File: src/include/imdc_regs.vh
// register offsets, field positions, reset values and timing counts for the mask/deferral block
`ifndef IMDC_REGS_VH
`define IMDC_REGS_VH
`define IMDC_ADDR_W          4
`define IMDC_OFF_MASKCTL     4'h0
`define IMDC_OFF_EVENTS      4'h4
`define IMDC_OFF_CONTROL     4'h8
`define IMDC_OFF_STATUS      4'hC
`define IMDC_MASKCTL_RESET   32'h00000000
`define IMDC_MASKCTL_WMASK   32'h00001F7F
`define IMDC_BIT_MISS_MASK   12
`define IMDC_BIT_MEMERR_MASK 11
`define IMDC_BIT_RX_MASK     10
`define IMDC_BIT_TX_MASK     9
`define IMDC_BIT_INIT_MASK   8
`define IMDC_BIT_UFLOSTOP    6
`define IMDC_BIT_LOOKAHEAD   5
`define IMDC_BIT_TWOPART     4
`define IMDC_BIT_BACKOFF     3
`define IMDC_BIT_SWAP        2
`define IMDC_EVT_MISS        4
`define IMDC_EVT_MEMERR      3
`define IMDC_EVT_RX          2
`define IMDC_EVT_TX          1
`define IMDC_EVT_INIT        0
`define IMDC_CTL_IRQ_EN      0
`define IMDC_CTL_TX_ON       1
`define IMDC_CTL_STOP        2
`define IMDC_CTL_SRESET      3
`define IMDC_POLL_NS         1000
`define IMDC_CLK_NS          5
`define IMDC_POLL_CYC        ((`IMDC_POLL_NS + `IMDC_CLK_NS - 1) / `IMDC_CLK_NS)
`define IMDC_SCAN_IDLE       3'h0
`define IMDC_SCAN_CHECK      3'h1
`define IMDC_SCAN_CLEAR      3'h2
`define IMDC_SCAN_POLL       3'h3
`define IMDC_SCAN_HOLD       3'h4
`endif

File: src/hdl/interrupt_mask_deferral_ctrl.v
// mask/deferral control register with interrupt summary, look-ahead ring scan and byte lanes
//
// The strobed register port and the address map were decided locally.
`timescale 1ns/1ps
`include "imdc_regs.vh"

// Behaviour
// missed-frame mask blocks missed-frame event
// memory-error mask blocks memory-error event
// receive mask blocks receive-complete event
// transmit mask blocks transmit-complete event
// init-done mask blocks init-done event
// underflow stops transmitter when disable clear
// underflow with disable set: rescan, retransmit
// look-ahead adds receive event after first buffer
// look-ahead starts packets at start-of-packet descriptors
// after last descriptor, scan ignoring ownership
// owned non-start descriptors get ownership cleared
// host-owned start descriptor: stop, poll periodically
// owned start descriptor: stop, hold, await frame
// two-part deferral disabled when bit set
// modified back-off used when bit set
// big endian maps bus bytes reversed
// little endian maps bus bytes straight
// swap applies to FIFO data only
// host keeps swap bit zero on PCI
// bits 1-0 store value, no function
// bits 15-13 and 7 read zero
// reset clears bits; stop leaves them
// interrupt output when summary and enable
module interrupt_mask_deferral_ctrl (
  // clock and reset
  input  wire        CLOCK_I,
  input  wire        RST_N_I,
  // register port
  input  wire [3:0]  ADDR_I,
  input  wire [31:0] WDATA_I,
  input  wire        WR_I,
  input  wire        RD_I,
  output reg  [31:0] RDATA_O,
  // event sources, one-cycle pulses from the engines
  input  wire        MISSED_FRAME_I,
  input  wire        MEMORY_ERROR_I,
  input  wire        TRANSMIT_DONE_I,
  input  wire        INIT_DONE_I,
  input  wire        TRANSMIT_UNDERFLOW_I,
  // receive engine handshakes
  input  wire        RX_FIRST_WRITTEN_I,
  input  wire        RX_LAST_WRITTEN_I,
  input  wire        RX_FRAME_ARRIVED_I,
  // descriptor read port of the ring scan
  input  wire        DESC_VALID_I,
  input  wire        DESC_OWNED_I,
  input  wire        DESC_START_I,
  input  wire [31:0] DESC_WORD_I,
  // fifo data lanes
  input  wire [31:0] FIFO_BUS_I,
  input  wire [31:0] FIFO_MEM_I,
  // outputs to the rest of the controller
  output reg         INTERRUPT_O,
  output reg         SUMMARY_O,
  output reg         TRANSMIT_ON_O,
  output reg         TX_RESCAN_O,
  output reg         TWO_PART_OFF_O,
  output reg         MOD_BACKOFF_O,
  output reg         DESC_FETCH_O,
  output reg         DESC_ADVANCE_O,
  output reg         DESC_CLEAR_OWN_O,
  output reg         RX_START_SEEN_O,
  output reg  [31:0] RX_HELD_DESC_O,
  output reg  [31:0] FIFO_TO_MEM_O,
  output reg  [31:0] FIFO_TO_BUS_O
);

  reg  [31:0] maskctl;
  reg  [4:0]  events;
  reg         irq_enable;
  reg         tx_enabled;
  reg  [2:0]  scan;
  reg  [2:0]  next_scan;
  reg  [15:0] poll_cnt;
  reg         soft_rst;
  wire        wr_mask  = WR_I && (ADDR_I == `IMDC_OFF_MASKCTL);
  wire        wr_evt   = WR_I && (ADDR_I == `IMDC_OFF_EVENTS);
  wire        wr_ctl   = WR_I && (ADDR_I == `IMDC_OFF_CONTROL);
  wire        stop_cmd = wr_ctl && WDATA_I[`IMDC_CTL_STOP];
  wire        lookahead = maskctl[`IMDC_BIT_LOOKAHEAD];
  wire        swap      = maskctl[`IMDC_BIT_SWAP];
  wire [4:0]  ev_mask   = {maskctl[`IMDC_BIT_MISS_MASK], maskctl[`IMDC_BIT_MEMERR_MASK],
                           maskctl[`IMDC_BIT_RX_MASK], maskctl[`IMDC_BIT_TX_MASK],
                           maskctl[`IMDC_BIT_INIT_MASK]};
  // reload value of the host poll timer, cut to the timer width on purpose
  localparam [31:0] POLL_LOAD = `IMDC_POLL_CYC - 1;
  wire        rx_event  = RX_LAST_WRITTEN_I || (lookahead && RX_FIRST_WRITTEN_I);
  wire [4:0]  ev_set    = {MISSED_FRAME_I, MEMORY_ERROR_I, rx_event,
                           TRANSMIT_DONE_I, INIT_DONE_I};
  // masked events never reach the summary
  wire        summary   = |(events & ~ev_mask); // see R1 see R2 see R3 see R4
  wire [31:0] swapped_bus;
  wire [31:0] swapped_mem;

  // mask register: reset clears it, stop leaves it, reserved bits 15-13 and 7 stay zero
  always @(posedge CLOCK_I or negedge RST_N_I) begin
    if (!RST_N_I) begin
      maskctl <= `IMDC_MASKCTL_RESET;
    end else if (soft_rst) begin
      maskctl <= `IMDC_MASKCTL_RESET;
    end else if (wr_mask) begin
      maskctl <= WDATA_I & `IMDC_MASKCTL_WMASK; // see R20
    end
  end

  // sticky event flags; a set in the clear cycle wins, stop clears them
  always @(posedge CLOCK_I or negedge RST_N_I) begin
    if (!RST_N_I) begin
      events <= 5'h00;
    end else if (soft_rst || stop_cmd) begin
      events <= ev_set;
    end else if (wr_evt) begin
      events <= (events & ~WDATA_I[4:0]) | ev_set;
    end else begin
      events <= events | ev_set;
    end
  end

  // soft reset pulse, global enable and transmitter state
  always @(posedge CLOCK_I or negedge RST_N_I) begin
    if (!RST_N_I) begin
      soft_rst   <= 1'b0;
      irq_enable <= 1'b0;
      tx_enabled <= 1'b0;
    end else begin
      soft_rst <= wr_ctl && WDATA_I[`IMDC_CTL_SRESET];
      if (soft_rst || stop_cmd) begin
        irq_enable <= 1'b0;
        tx_enabled <= 1'b0;
      end else begin
        if (wr_ctl) begin
          irq_enable <= WDATA_I[`IMDC_CTL_IRQ_EN];
        end
        if (TRANSMIT_UNDERFLOW_I && !maskctl[`IMDC_BIT_UFLOSTOP]) begin
          tx_enabled <= 1'b0;
        end else if (wr_ctl && WDATA_I[`IMDC_CTL_TX_ON]) begin
          tx_enabled <= 1'b1;
        end
      end
    end
  end

  // look-ahead ring scan: search for the next start descriptor after a packet
  always @* begin
    next_scan = scan;
    case (scan)
      `IMDC_SCAN_IDLE: begin
        if (lookahead && RX_LAST_WRITTEN_I) begin
          next_scan = `IMDC_SCAN_CHECK;
        end
      end
      `IMDC_SCAN_CHECK: begin
        if (!lookahead) begin
          next_scan = `IMDC_SCAN_IDLE;
        end else if (DESC_VALID_I) begin
          if (DESC_START_I && DESC_OWNED_I) begin
            next_scan = `IMDC_SCAN_HOLD;
          end else if (DESC_START_I) begin
            next_scan = `IMDC_SCAN_POLL;
          end else if (DESC_OWNED_I) begin
            next_scan = `IMDC_SCAN_CLEAR;
          end
        end
      end
      `IMDC_SCAN_CLEAR: next_scan = `IMDC_SCAN_CHECK;
      `IMDC_SCAN_POLL: begin
        if (poll_cnt == 16'h0000) begin
          next_scan = `IMDC_SCAN_CHECK;
        end
      end
      `IMDC_SCAN_HOLD: begin
        if (RX_FRAME_ARRIVED_I || !lookahead) begin
          next_scan = `IMDC_SCAN_IDLE;
        end
      end
      default: next_scan = `IMDC_SCAN_IDLE;
    endcase
  end

  // scan state, poll timer and descriptor strobes
  always @(posedge CLOCK_I or negedge RST_N_I) begin
    if (!RST_N_I) begin
      scan             <= `IMDC_SCAN_IDLE;
      poll_cnt         <= 16'h0000;
      DESC_FETCH_O     <= 1'b0;
      DESC_ADVANCE_O   <= 1'b0;
      DESC_CLEAR_OWN_O <= 1'b0;
      RX_START_SEEN_O  <= 1'b0;
      RX_HELD_DESC_O   <= 32'h00000000;
    end else if (soft_rst) begin
      scan             <= `IMDC_SCAN_IDLE;
      poll_cnt         <= 16'h0000;
      DESC_FETCH_O     <= 1'b0;
      DESC_ADVANCE_O   <= 1'b0;
      DESC_CLEAR_OWN_O <= 1'b0;
      RX_START_SEEN_O  <= 1'b0;
    end else begin
      scan <= next_scan;
      // fetch is requested while the scan waits on a descriptor word
      DESC_FETCH_O <= (next_scan == `IMDC_SCAN_CHECK);
      // advance on every non-start descriptor, owned or not
      DESC_ADVANCE_O <= (scan == `IMDC_SCAN_CHECK) && DESC_VALID_I && lookahead
                        && !DESC_START_I; // see R10
      DESC_CLEAR_OWN_O <= (scan == `IMDC_SCAN_CHECK) && DESC_VALID_I && lookahead
                          && !DESC_START_I && DESC_OWNED_I;
      RX_START_SEEN_O <= (next_scan == `IMDC_SCAN_HOLD);
      if (scan == `IMDC_SCAN_CHECK && next_scan == `IMDC_SCAN_HOLD) begin
        RX_HELD_DESC_O <= DESC_WORD_I;
      end
      // poll timer reloads on entry, counts down while waiting on the host
      if (scan == `IMDC_SCAN_CHECK && next_scan == `IMDC_SCAN_POLL) begin
        poll_cnt <= POLL_LOAD[15:0];
      end else if (scan == `IMDC_SCAN_POLL && poll_cnt != 16'h0000) begin
        poll_cnt <= poll_cnt - 16'h0001;
      end
    end
  end

  // fifo byte lanes, one per byte; only fifo data takes this path
  genvar b;
  generate
    for (b = 0; b < 4; b = b + 1) begin : lane
      assign swapped_bus[8*b+7:8*b] = swap ? FIFO_BUS_I[8*(3-b)+7:8*(3-b)]
                                           : FIFO_BUS_I[8*b+7:8*b]; // see R16
      assign swapped_mem[8*b+7:8*b] = swap ? FIFO_MEM_I[8*(3-b)+7:8*(3-b)]
                                           : FIFO_MEM_I[8*b+7:8*b]; // see R16
    end
  endgenerate

  // registered outputs; descriptors and register reads never pass the swap
  always @(posedge CLOCK_I or negedge RST_N_I) begin
    if (!RST_N_I) begin
      INTERRUPT_O    <= 1'b0;
      SUMMARY_O      <= 1'b0;
      TRANSMIT_ON_O  <= 1'b0;
      TX_RESCAN_O    <= 1'b0;
      TWO_PART_OFF_O <= 1'b0;
      MOD_BACKOFF_O  <= 1'b0;
      FIFO_TO_MEM_O  <= 32'h00000000;
      FIFO_TO_BUS_O  <= 32'h00000000;
      RDATA_O        <= 32'h00000000;
    end else begin
      SUMMARY_O      <= summary;
      INTERRUPT_O    <= summary && irq_enable;
      TRANSMIT_ON_O  <= tx_enabled;
      // rescan pulse lets the transmitter hunt for the next frame start
      TX_RESCAN_O    <= TRANSMIT_UNDERFLOW_I && maskctl[`IMDC_BIT_UFLOSTOP]
                        && tx_enabled;
      TWO_PART_OFF_O <= maskctl[`IMDC_BIT_TWOPART];
      MOD_BACKOFF_O  <= maskctl[`IMDC_BIT_BACKOFF];
      FIFO_TO_MEM_O  <= swapped_bus;
      FIFO_TO_BUS_O  <= swapped_mem;
      if (RD_I) begin
        case (ADDR_I)
          `IMDC_OFF_MASKCTL: RDATA_O <= maskctl;
          `IMDC_OFF_EVENTS:  RDATA_O <= {27'h0000000, events};
          `IMDC_OFF_CONTROL: RDATA_O <= {30'h00000000, tx_enabled, irq_enable};
          `IMDC_OFF_STATUS:  RDATA_O <= {27'h0000000, scan, summary, summary && irq_enable};
          default:           RDATA_O <= 32'h00000000;
        endcase
      end else begin
        RDATA_O <= 32'h00000000;
      end
    end
  end

endmodule

File: config.mk
export PLATFORM = sky130hd
export DESIGN_NAME = interrupt_mask_deferral_ctrl
export DESIGN_NICKNAME = d
export VERILOG_FILES = /design/src/hdl/interrupt_mask_deferral_ctrl.v
export VERILOG_INCLUDE_DIRS = /design/src /design/src/include
export SDC_FILE = /design/constraint.sdc
export NUM_CORES = 1
export LEC_CHECK = 0
export CAP_MARGIN = 30
export CORE_AREA = 2 2 111 156
export DETAILED_ROUTE_END_ITERATION = 8
export DIE_AREA = 0 0 113 158
export DONT_BUFFER_PORTS = 1
export SYNTH_ARGS = -nofsm -noshare
export SYNTH_HDL_FRONTEND = slang
export SYNTH_SLANG_ARGS = --single-unit
File: constraint.sdc
create_clock -name CLOCK_I -period 2.1 [get_ports CLOCK_I]
set_input_delay 0.315 -clock CLOCK_I [delete_from_list [all_inputs] [get_ports CLOCK_I]]
set_output_delay 0.315 -clock CLOCK_I [all_outputs]
set_load 0.01 [all_outputs]
==> impl_metrics.py <==
metrics = {
    "sta": {
        "rsz0062_at_grt": "no",
        "slew_headroom_pct": 64.73,
        "slew_violations": 0,
        "period_minus_slack_ns": 1.917,
        "worst_slew_pin_slew_ns": 0.5291,
        "fmax_ghz": 0.5217,
        "finalCritPeriodShare_pct": 91.28,
        "fin_ws_ns": 0.1830,
        "setup_viol": 0,
        "finalSetupTns_ns": 0,
        "whs_ns": -0.4073,
        "finalHoldViolations": 157,
        "skew_ns": 0.01170,
    },
    "clocking": {
        "h-tree-depth": 4,
        "clk_latency_ns": 0.42,
        "cts_tree": "done",
        "clkSlewWorstSetupHoldPaths_ns": 0.08,
        "cts-root-buf": "clkbuf_16",
        "numCtsBuffers": 17,
        "cts-hold-fix-buffers": 4,
        "clock_path_buffers": 2,
        "clock-sinks": 157,
    },
    "logic_synthesis": {
        "synth.top_cell.area_share_pct": 61.02,
        "async_flop_share_pct": 100.0,
        "synth.area.top_cells": "dfrtp_1 (61%), mux2_2 (17%), buf_4 (2.7%)",
        "synth-compound-area-share_pct": 4.256,
        "yosysSeqAreaShare_pct": 61.02,
        "synth_top_family_by_area": "multiplexers",
        "synth_edf_count": 0,
        "muxShareOfSynthArea_pct": 17.94,
        "synth_top_area_cell": "dfrtp_1",
        "ys_seq_elements": 157,
        "avgSynthCellArea_um2": 13.03,
        "postSynthCellCount": 494,
        "synthXorXnorAreaFrac_pct": 1.768,
        "yosysWarningCount": 0,
        "synthSimpleGateAreaFrac_pct": 10.47,
        "yosysUniqueCellTypes": 47,
        "synth_flop_cell": "dfrtp_1",
        "synth_area_mm2": 0.006439,
        "synth_fa_ha_area_share_pct": 0.1943,
    },
    "setup_path": {
        "cp_max_fo": 6,
        "end_kind": "flop",
        "critPathLaunchType": "flop",
        "reg2reg_setup_slack_ns": 0.18,
        "critical_path_class": "flop to flop",
        "worstPathArrival_ns": 2.22,
        "required_ns": 2.40,
    },
    "floorplan": {
        "die_h_um": 158,
        "core_area_mm2": 0.01654,
        "dieArea_mm2": 0.01785,
        "ioPinCount": 285,
        "initial_core_util_pct": 38.94,
        "num_rows": 56,
        "die_x_um": 113,
    },
    "route": {
        "num_vias": 3837,
        "ant_nets": 0,
        "wirelength_um": 13890,
        "dr.pass1.iters": 8,
        "avgViaCountPerCell": 5.300,
        "drc": 19,
        "drt_iter0_drc": 168,
        "wl_per_cell_um": 19.18,
    },
    "run_status": {
        "status": "complete, but fails checks",
        "violations": "design-rule violations, negative hold slack",
    },
    "worst_hold_path": {
        "min_path_type": "input pin to asynchronous set/reset pin",
    },
    "job": {
        "maxCapViolations": 0,
    },
    "power": {
        "leakagePower_nw": 3.208,
        "cellPowerDensity_mw_per_mm2": 1079,
        "finalPower_mw": 7.894,
        "irDropWorstVdd_v": 0.0004685,
    },
    "global_routing": {
        "track_usage_pct": 15.48,
        "grt-ovfl-total": 0,
        "antenna_found_initial": 0,
        "grt_max_degree": 158,
        "grt_pass1_wl_um": 21540,
        "grt_pass1_vias": 4235,
    },
    "place": {
        "post-place-ws_ns": 0.07257,
        "hpwl_um": 9734,
        "io_buffer_count": 0,
        "routabilityCongestion": 0.8115,
    },
    "layout": {
        "drive_gt1_share_pct": 29.94,
        "area_delta_synth_final_pct": 13.60,
        "num-fill-cells": 1578,
        "multiInputGateArea_mm2": 0.002320,
        "diodes": 0,
        "ff_latch_area_mm2": 0.003930,
        "fin_nets": 656,
    },
}
==> routing by layer <==
layer	part of all wire, %	up-vias	track usage, %	wire, um
li1	-	1722	-	-
met1	34	1897	15.61	4787
met2	52	206	27.63	7265
met3	12	12	7.274	1602
met4	1.7	0	5.981	232
met5	0	-	0	0
==> metrics by stage <==
stage / instances / area (um2) / util [%]
4_1_cts: 724 / 7302 / 44.16
3_5_place_dp: 688 / 6649 / 40.21
2_1_floorplan: 513 / 6510 / -
3_3_place_gp: 688 / 6649 / 40.21
6_report: 724 / 7315 / 44.23
5_1_grt: 724 / 7315 / 44.23
==> worst max-delay path, stage by stage (launching register included) <==
cell	delay [ns]
dfrtp_1	0.43
or4_1	0.55
or4_1	0.42
nor4_2	0.19
xnor2_1	0.16
nor2_1	0.05
==> cells in the mapped netlist, types with 5 or more instances <==
library cell    n
a21oi_1        26
and2_1         10
and3_1          6
buf_4          23
clkbuf_1       14
dfrtp_1       157
inv_1           8
mux2_2         97
nand2_1        26
nand3_1        17
nor2_1         23
nor2b_1         5
nor3_1          8
nor4_1          8
xnor2_1         9
==> sequential cells by signal, indices dropped and copies added (netlist names), 3 cells and up <==
name	count
RDATA_O	12
RX_HELD_DESC_O	32
FIFO_TO_MEM_O	32
events	5
scan	3
FIFO_TO_BUS_O	32
maskctl	12
poll_cnt	16
==> cell usage in the layout, fill, tap and decap left out, types with 4 or more instances in the layout <==
| master | Yosys | layout |
|---|---|---|
| dfrtp_1 | 157 | 156 |
| mux2_2 | 97 | 97 |
| a21oi_1 | 26 | 26 |
| nand2_1 | 26 | 26 |
| nor2_1 | 23 | 22 |
| conb_1 | 1 | 20 |
| nand3_1 | 17 | 17 |
| clkbuf_16 | 0 | 17 |
| and2_1 | 10 | 10 |
| xnor2_1 | 9 | 9 |
| buf_4 | 23 | 9 |
| inv_1 | 8 | 8 |
| nor3_1 | 8 | 8 |
| nor4_1 | 8 | 6 |
| and3_1 | 6 | 6 |
| nor2b_1 | 5 | 5 |
| nand2b_1 | 4 | 4 |
| a31oi_1 | 4 | 4 |
| mux2i_1 | 4 | 4 |
| a31o_2 | 4 | 4 |
| xor2_1 | 4 | 4 |
| inv_8 | 0 | 4 |
| dlygate4sd3_1 | 0 | 4 |
==> cell families (layout without fill, tap and decap cells) <==
| family | count (synthesis) | after routing |
|---|---|---|
| compound gates | 45 | 45 |
| simple gates | 127 | 127 |
| mux | 102 | 102 |
| other cells | 1 | 20 |
| xor+xnor | 13 | 13 |
| buf+inv | 48 | 56 |
| fa+ha+maj | 1 | 1 |
| flops | 157 | 157 |
==> report_power, final <==
group          switching, mW  internal [mW]
clock                   1.39           1.74
sequential             0.442           3.45
combinational          0.384          0.486
total                   2.22           5.67
==> cell type report <==
class | instances | share of cell area [%]
sequential | 157 | 53.73
multi-input combinational | 308 | 31.71
clock buffer | 18 | 6.004
tap | 203 | 3.472
clock inverter | 14 | 2.378
timing repair buffer | 16 | 2.292
inverter | 8 | 0.4105
==> final timing paths <==
kind	cells after the start	end	from
min in group CLOCK_I	1	DESC_CLEAR_OWN_O$_DFF_PN0_	DESC_OWNED_I
max in group asynchronous	0	poll_cnt[3]$_DFFE_PN0P_	RST_N_I
min reg2reg	0	MOD_BACKOFF_O$_DFF_PN0_	maskctl[3]$_DFFE_PN0P_
min	0	FIFO_TO_MEM_O[31]$_DFF_PN0_	RST_N_I
max	5	poll_cnt[15]$_DFFE_PN0P_	poll_cnt[8]$_DFFE_PN0P_
max reg2reg	5	poll_cnt[15]$_DFFE_PN0P_	poll_cnt[8]$_DFFE_PN0P_
==> what timing repair did <==
action                                  CTS  global route
setup buffers                             0             0
endpoints found under the setup margin    0             2
resized for setup                         0             2
endpoints found under the hold margin   161           157
Power figures use the tool's default switching activity.
